===== config.mk =====
export PLATFORM = sky130hd
export DESIGN_NAME = rail_sequencer
export DESIGN_NICKNAME = d
export VERILOG_FILES = /design/src/hw/seq_pkg.sv /design/src/hw/soft_start_timer.sv /design/src/hw/rail_sequencer.sv
export VERILOG_INCLUDE_DIRS = /design/src /design/src/hw
export SDC_FILE = /design/constraint.sdc
export NUM_CORES = 1
export LEC_CHECK = 0
export ABC_AREA = 1
export BUFFER_PORTS_ARGS = -buffer_cell sky130_fd_sc_hd__buf_2
export CORE_ASPECT_RATIO = 0.5
export CORE_UTILIZATION = 50
export DETAILED_ROUTE_END_ITERATION = 6
export HOLD_SLACK_MARGIN = 0.15
export PLACE_DENSITY = 0.78
export SLEW_MARGIN = 20
export SYNTH_ARGS = -nofsm -noshare
export SYNTH_HDL_FRONTEND = slang
export SYNTH_SLANG_ARGS = --single-unit
export TNS_END_PERCENT = 5

===== constraint.sdc =====
create_clock -name sys_clk -period 2.9 [get_ports sys_clk]
set_input_delay 0.29 -clock sys_clk [delete_from_list [all_inputs] [get_ports sys_clk]]
set_output_delay 0.29 -clock sys_clk [all_outputs]
set_load 0.02 [all_outputs]

===== src/hw/seq_defs.svh =====
// seq_defs.svh: timing counts and rail count for the rail sequencer
// assumes a 10 MHz system clock
`ifndef SEQ_DEFS_SVH
`define SEQ_DEFS_SVH
`define CLK_PERIOD_NS      100
`define SOFT_START_NS      1000000
`define SOFT_START_CYCLES  (`SOFT_START_NS / `CLK_PERIOD_NS)
`define PG_DEGLITCH_CYCLES 16
`define RAIL_COUNT         3
`endif


===== src/hw/seq_pkg.sv =====
// seq_pkg.sv: types shared by the rail sequencer files
// assumes seq_defs.svh supplies the numbers
package seq_pkg;
	typedef enum logic [1:0] {
		ORDER_123,
		ORDER_213,
		ORDER_231,
		ORDER_NONE
	} order_t;
endpackage : seq_pkg


===== src/hw/soft_start_timer.sv =====
// soft_start_timer.sv: fixed-interval ramp timer for one rail
// assumes run is from logic on sys_clk
`timescale 1ns/1ps
`include "seq_defs.svh"
module soft_start_timer #(
	parameter int CYCLES = `SOFT_START_CYCLES
) (
	// clock and reset
	input  wire logic sys_clk,
	input  wire logic rst,
	// control
	input  wire logic run,
	output logic      done
);
	localparam int W = $clog2(CYCLES + 1);
	logic [W-1:0] cnt_r;
	logic [W-1:0] cnt_nxt;

	// elaboration check: a zero count would report done before the rail ramps
	if (CYCLES < 1) begin : g_bad_cycles
		$error("soft start count must be at least one");
	end

	// count while run is high, clear when dropped so a restart retimes fully
	always_comb begin
		cnt_nxt = cnt_r;
		if (!run) begin
			cnt_nxt = '0;
		end else if (cnt_r != W'(CYCLES)) begin
			cnt_nxt = cnt_r + W'(1);
		end
	end

	always_ff @(posedge sys_clk) begin
		if (rst) begin
			cnt_r <= '0;
		end else begin
			cnt_r <= cnt_nxt;
		end
	end

	assign done = (cnt_r == W'(CYCLES));
endmodule : soft_start_timer


===== src/hw/rail_sequencer.sv =====
// rail_sequencer.sv: start/stop sequencing and supply-ok for three buck rails
// assumes pin levels are digitized by comparators; they are synchronised here
`timescale 1ns/1ps
`include "seq_defs.svh"
module rail_sequencer
	import seq_pkg::*;
#(
	parameter int SS_CYCLES = `SOFT_START_CYCLES,
	parameter int PG_CYCLES = `PG_DEGLITCH_CYCLES
) (
	// clock and reset
	input  wire logic sys_clk,
	input  wire logic rst,
	// straps and enables (pull-ups make a floating pin read high)
	input  wire logic mode_strap,
	input  wire logic rail_one_enable,
	input  wire logic rail_two_enable,
	input  wire logic rail_three_enable,
	input  wire logic [2:0] enable_armed,
	// analog status
	input  wire logic input_low_lockout,
	input  wire logic over_temp,
	input  wire logic rail_one_ramp_low,
	input  wire logic [2:0] in_regulation,
	// outputs
	output logic [2:0] rail_run,
	output logic       internal_bias_regulator,
	output logic       supply_ok_flag_o,
	output logic       supply_ok_flag_oe
);
	import seq_pkg::*;

	typedef enum {ST_OFF, ST_UP, ST_ON, ST_DOWN} seq_state_t;

	localparam int PW = $clog2(PG_CYCLES + 1);

	// elaboration check: a zero deglitch would let supply-ok follow glitches
	if (PG_CYCLES < 1) begin : g_bad_deglitch
		$error("deglitch count must be at least one");
	end

	// two-flop synchronisers for every pin input
	logic [12:0] s1_r;
	logic [12:0] s2_r;
	always_ff @(posedge sys_clk) begin
		if (rst) begin
			s1_r <= 13'h0000;
			s2_r <= 13'h0000;
		end else begin
			s1_r <= {mode_strap, rail_one_enable, rail_two_enable, rail_three_enable,
			         enable_armed, input_low_lockout, over_temp, rail_one_ramp_low,
			         in_regulation};
			s2_r <= s1_r;
		end
	end
	logic       mode_s, en1_s, en2_s, en3_s, input_low_lockout_s, ot_s, ramp1_low_s;
	logic [2:0] arm_s, reg_s;
	assign {mode_s, en1_s, en2_s, en3_s, arm_s, input_low_lockout_s, ot_s, ramp1_low_s, reg_s} = s2_r;

	// soft start timers for rails two and three share one module
	logic [2:0] run_r, run_nxt;
	logic [2:0] ss_done;
	assign ss_done[0] = !ramp1_low_s;
	genvar g;
	generate
		for (g = 1; g < 3; g++) begin : g_ss
			soft_start_timer #(.CYCLES(SS_CYCLES)) u_ss (
				.sys_clk (sys_clk),
				.rst     (rst),
				.run     (run_r[g]),
				.done    (ss_done[g])
			);
		end
	endgenerate

	// a rail counts as started when its ramp is over and it regulates
	logic [2:0] started;
	assign started = ss_done & reg_s;

	// order decode; both low leaves automatic mode off
	logic   auto_mode;
	order_t order;
	assign auto_mode = mode_s && (en1_s || en2_s);
	always_comb begin
		case ({en1_s, en2_s})
			2'b11:   order = ORDER_123;
			2'b01:   order = ORDER_213;
			2'b10:   order = ORDER_231;
			default: order = ORDER_NONE;
		endcase
	end

	// rail index at each step of the start order
	function automatic logic [1:0] step_rail(order_t o, logic [1:0] s);
		logic [1:0] r;
		r = 2'd0;
		case (o)
			ORDER_123: r = s;
			ORDER_213: r = (s == 2'd0) ? 2'd1 : (s == 2'd1) ? 2'd0 : 2'd2;
			ORDER_231: r = (s == 2'd0) ? 2'd1 : (s == 2'd1) ? 2'd2 : 2'd0;
			default:   r = 2'd0;
		endcase
		return r;
	endfunction : step_rail

	// sequencing state; order is latched at launch so a moving strap cannot reorder
	seq_state_t st_r, st_nxt;
	logic [1:0] step_r, step_nxt;
	order_t     ord_r, ord_nxt;
	logic       fault;
	logic [1:0] cur;
	assign fault = input_low_lockout_s || ot_s;
	assign cur   = step_rail(ord_r, step_r);

	always_comb begin
		st_nxt      = st_r;
		step_nxt    = step_r;
		ord_nxt     = ord_r;
		run_nxt     = run_r;
		if (fault) begin
			run_nxt  = 3'b000;
			st_nxt   = ST_OFF;
			step_nxt = 2'd0;
		end else if (!auto_mode) begin
			run_nxt     = {en3_s, en2_s, en1_s};
			st_nxt      = ST_OFF;
			step_nxt    = 2'd0;
		end else begin
			// once a fault clears, a still-high en3 relaunches from ST_OFF
			case (st_r)
				ST_OFF: begin
					run_nxt = 3'b000;
					if (en3_s && order != ORDER_NONE) begin
						ord_nxt  = order;
						step_nxt = 2'd0;
						st_nxt   = ST_UP;
					end
				end
				ST_UP: begin
					if (!en3_s) begin
						st_nxt = ST_DOWN;
						// a rail already commanded on must be the first to stop
						step_nxt = (run_r[cur] || step_r == 2'd0) ? step_r : step_r - 2'd1;
					end else if (!run_r[cur]) begin
						run_nxt[cur] = 1'b1;
					end else if (started[cur]) begin
						if (step_r == 2'd2) st_nxt = ST_ON;
						else step_nxt = step_r + 2'd1;
					end
				end
				ST_ON: begin
					if (!en3_s) begin
						st_nxt   = ST_DOWN;
						step_nxt = 2'd2;
					end
				end
				ST_DOWN: begin
					// reverse walk; next rail only after current one reads off
					if (run_r[cur]) begin
						run_nxt[cur] = 1'b0;
					end else if (!reg_s[cur]) begin
						if (step_r == 2'd0) st_nxt = ST_OFF;
						else step_nxt = step_r - 2'd1;
					end
				end
				default: st_nxt = ST_OFF;
			endcase
		end
	end

	always_ff @(posedge sys_clk) begin
		if (rst) begin
			st_r      <= ST_OFF;
			step_r    <= 2'd0;
			ord_r     <= ORDER_NONE;
			run_r     <= 3'b000;
		end else begin
			st_r      <= st_nxt;
			step_r    <= step_nxt;
			ord_r     <= ord_nxt;
			run_r     <= run_nxt;
		end
	end

	// supply-ok deglitch; hold reasons force the counter back to zero
	logic [PW-1:0] pg_cnt_r, pg_cnt_nxt;
	logic          pg_nxt, bias_r, bias_nxt;
	logic          hold;
	assign hold = fault || !(en1_s && en2_s && en3_s) || (run_r & ~ss_done) != 3'b000
	           || (auto_mode && st_r != ST_ON);
	always_comb begin
		pg_cnt_nxt = pg_cnt_r;
		pg_nxt     = 1'b0;
		bias_nxt   = arm_s != 3'b000;
		if (hold || reg_s != 3'b111) begin
			pg_cnt_nxt = '0;
		end else if (pg_cnt_r != PW'(PG_CYCLES)) begin
			pg_cnt_nxt = pg_cnt_r + PW'(1);
		end else begin
			pg_nxt = 1'b1;
		end
	end

	always_ff @(posedge sys_clk) begin
		if (rst) begin
			pg_cnt_r <= '0;
			bias_r   <= 1'b0;
		end else begin
			pg_cnt_r <= pg_cnt_nxt;
			bias_r   <= bias_nxt;
		end
	end

	// open drain: drive low unless good; the output value itself is constant low
	logic oe_r;
	always_ff @(posedge sys_clk) begin
		if (rst) oe_r <= 1'b1;
		else oe_r <= !pg_nxt;
	end

	assign rail_run                = run_r;
	assign internal_bias_regulator = bias_r;
	assign supply_ok_flag_o        = 1'b0;
	assign supply_ok_flag_oe       = oe_r;

	// assertions
	chk_lockout_off: assert property (@(posedge sys_clk) disable iff (rst)
		input_low_lockout_s |=> rail_run == 3'b000) else $error("rail runs during lockout");
	chk_indep_follow: assert property (@(posedge sys_clk) disable iff (rst)
		(!mode_s && !fault) |=> rail_run == $past({en3_s, en2_s, en1_s}))
		else $error("independent rail mismatch");
	chk_pg_needs_reg: assert property (@(posedge sys_clk) disable iff (rst)
		!oe_r |-> $past(reg_s, 2) == 3'b111) else $error("supply ok without regulation");
	chk_pg_hold_en: assert property (@(posedge sys_clk) disable iff (rst)
		!en3_s |=> oe_r) else $error("supply ok with enable low");
	chk_step_wait: assert property (@(posedge sys_clk) disable iff (rst)
		(st_r == ST_UP && run_r[cur] && !started[cur] && en3_s && !fault && auto_mode)
		|=> step_r == $past(step_r)) else $error("sequence advanced early");
	chk_stop_launch: assert property (@(posedge sys_clk) disable iff (rst)
		(st_r == ST_ON && !en3_s && !fault && auto_mode) |=> st_r == ST_DOWN)
		else $error("stop not launched");
	chk_bias_arm: assert property (@(posedge sys_clk) disable iff (rst)
		arm_s != 3'b000 |=> internal_bias_regulator) else $error("bias not on");
	chk_first_rail: assert property (@(posedge sys_clk) disable iff (rst)
		(st_r == ST_UP && step_r == 2'd0 && ord_r == ORDER_123 && en3_s && !fault && auto_mode)
		|=> !rail_run[1] && !rail_run[2]) else $error("wrong first rail");
endmodule : rail_sequencer


==> summary.md <==
| Metric | Value |
|---|---|
| Setup crit end kind | `flip-flop` |
| Post-cts sizing count | `0` |
| Unrepaired setup endpoints after global routing | `no` |
| Filler Cell Count | `533` |
| CTS Buffer Depth | `2` |
| Initial antenna violation count | `0` |
| Overall Global Routing Usage | `between 20 and 25%` |
| Register-to-Register Setup Slack | `roughly 0.85 ns` |
| Crit Path Class | `reg2reg` |
| Final net count | `530` |
| Clk root buf | `clkbuf_16` |
| Final setup fails | `0` |
| Worst-margin pin slew | `0.667 ns` |
| First-pass GRT wire length | `approximately 12 mm` |
| Final wirelength | `6.88 mm` |
| Distinct cells, synth | `36` |
| Syn Inst Count | `467` |
| Area grow syn2layout | `16.5%` |
| CTS Hold Buffers Added | `11` |
| Iter 0 DRT Violations | `188` |
| Setup Buffers After CTS | `0` |
| Area of the multi-input gates | `0.00159 mm^2` |
| Total power | `0.00207 W` |
| Hold WS | `0.161 ns` |
| Rel. slew slack | `55.4%` |
| Crit path arrival time | `2.33 ns` |
| Worst stage delay on the critical path | `0.39 ns` |
| Hold_sp | `in_regulation[2]` |
| DR vias | `2952` |
| Synth area leader | `dfxtp_1` |
| Hold EP | `s1_r[2]` |
| R2R depth | `8` |
| Core area | `0.00628 mm^2` |
| Power per cell area | `approximately 530 mW/mm^2` |
| Commonest non-fill, non-tap cell in the layout | `inv_1` |
| Hold Path Depth | `3` |
| Avg WL per Cell | `roughly 12 um` |
| Pre-Repair DR Iteration Count | `4` |
| WP data required | `3.18 ns` |
| TritonCTS Buffers | `9` |
| Register area share after synthesis | `around two fifths` |
| PortBufs | `19` |
| Top cell type's share of synthesized area | `41.6%` |
| Skew final | `0.00707 ns` |
| Cell mode on critical path | `a21oi_1` |
| Routability cong. | `0.923` |
| H-tree levels | `3` |
| Slew Limit Fails | `0` |
| Layout cells sized above 1 | `10.3%` |
| DRC | `0` |
| Maximum clock frequency | `487 MHz` |
| Max-Cap Viols | `0` |
| Vias/cell | `roughly 5` |
| Yosys reg bits | `70` |
| P_leak | `1.62 nW` |
| Grt total ovfl | `0` |
| Netlist Area Pre-Place | `0.00337 mm^2` |
| Ant diodes | `0` |
| CP Max Fanout | `7` |
| Die ar. | `0.00708 mm^2` |
| CTS tree | `built` |
| Top post-synthesis cells by area | `dfxtp_1 42%, inv_1 9.8%, nor2_1 7.6%` |
| Worst vdd ir | `322 uV` |
| Final hold violations | `0` |
| FF-to-FF End | `step_r[0]` |
| CP max stage cell | `dfxtp_1` |
| YS warnings | `0` |
| Hpwl dp | `about 4.7 mm` |
| Die height | `60.0 um` |
| Initial Util | `between 50% and 60%` |
| Largest net degree at the start of global routing | `33` |
| Commonest non-fill, non-tap cells in the layout | `88 x inv_1, 70 x dfxtp_1, 68 x nor2_1` |
| Clock sinks | `70` |
| Vias in the first global route | `roughly 2700` |
| I/O Pins | `21` |
| FF/Latch Area | `0.00140 mm^2` |
| FF-to-FF Start | `st_r[0]` |
| Die Wd | `118 um` |
| Clock latency on the worst-skew pair | `roughly 0.34 ns` |
| Mapped Avg Cell Area | `between 7 and 8 um^2` |
| Final period util | `70.8%` |
| Critical Path, Cell by Cell | `ha_1 -> inv_1 -> nor2_1 -> a21oi_1 -> a211oi_1 -> a21boi_0 -> nand3_1 -> a21oi_1` |
| Worst Hold Class | `in2reg` |
| Setup TNS Final | `0 ns` |
| Syn_nets | `496` |
| Standard-cell rows | `20` |
| Crit path time final | `2.05 ns` |
| Final ANT Viol Nets | `0` |
| Reg clk slew, reported paths | `0.06 ns` |
| Setup crit start kind | `flip-flop` |
| Status | `finished, final reports clean` |
[power by group]
part	internal, W	switching (W)
combinational	0.0000325	0.0000388
sequential	0.000981	0.00000927
clock	0.000584	0.000428
total	0.00160	0.000476
[routing by layer]
metal,vias to the layer above,global-route usage [%],part of all wire [%]
li1,1560,-,-
met1,1300,24.3,48
met2,70,37.2,44
met3,22,9.73,4.9
met4,0,8.97,2.3
met5,-,0,0
[per-stage QoR]
step                      cell area, um^2  std cells  utilization (%)  setup WS, ns
after global routing                 3920        594             62.4         0.554
after global placement               3530        567             56.3         0.929
after CTS                            3920        594             62.4         0.879
after floorplan                      3370        467                -          1.11
final                                3920        594             62.4         0.848
after detailed placement             3530        567             56.3         0.899
[worst max path at each step]
stage | from | to | slack, ns | depth (start not counted)
2_1_floorplan | step_r[0] | step_r[1] | 1.11 | 16
3_3_place_gp | st_r[0] | step_r[0] | 0.93 | 8
3_5_place_dp | step_r[0] | step_r[1] | 0.90 | 14
4_1_cts | step_r[0] | step_r[1] | 0.88 | 16
5_1_grt | step_r[0] | step_r[1] | 0.55 | 14
6_report | st_r[0] | step_r[0] | 0.85 | 8
[logic make-up after synthesis]
logic type      count (synthesis)  share of synthesized area [%]
simple gates                  199                           27.4
buf+inv                        97                           11.2
compound gates                 82                           13.5
flops                          70                           41.6
fa+ha+maj                      14                           5.20
xor+xnor                        4                           1.04
other cells                     1                          0.111
[layout make-up]
cell class,instances,share of cell area (%)
Inverter,90,8.62
Timing Repair Buffer,30,5.23
Sequential cell,70,35.7
Clock inverter,6,1.21
Clock buffer,10,5.84
Multi-Input combinational cell,300,40.5
Tap cell,88,2.81
[state kept, by name, indices dropped and copies added (netlist names), 2 cells and up]
| name | flops |
|---|---|
| g_ss.u_ss.cnt_r | 28 |
| ord_r | 2 |
| pg_cnt_r | 5 |
| rail_run | 3 |
| s1_r | 13 |
| s2_r | 13 |
| st_r | 2 |
| step_r | 2 |
[critical path, delay by kind of cell, from the launching register on]
kind | cells | cell delay [ns]
AO/OA/AOI/OAI | 4 | 0.77
buffers and inverters | 1 | 0.18
AND/OR/NAND/NOR | 2 | 0.32
adder cells (fa/ha/maj) | 1 | 0.34
flip-flops | 1 | 0.39
[synthesized netlist by cell type]
cell and number:
a211oi_1 2, a21boi_0 1, a21o_1 1, a21oi_1 36
a21oi_2 1, a31oi_1 1, buf_4 3, clkbuf_1 4
conb_1 1, dfxtp_1 70, ha_1 14, inv_1 88
inv_2 2, nand2_1 61, nand2_2 3, nand2_4 1
nand3_1 23, nand3_2 3, nand3_4 1, nand3b_1 2
nand4_1 11, nor2_1 68, nor2_2 2, nor2_4 2
nor3_1 14, nor3b_2 1, nor4_1 5, o2111ai_1 1
o211ai_1 2, o21a_1 5, o21ai_0 29, o22ai_1 1
o31ai_1 2, or2_2 2, xnor2_1 1, xor2_1 3
Note: power is estimated with default switching activity, not from simulation.
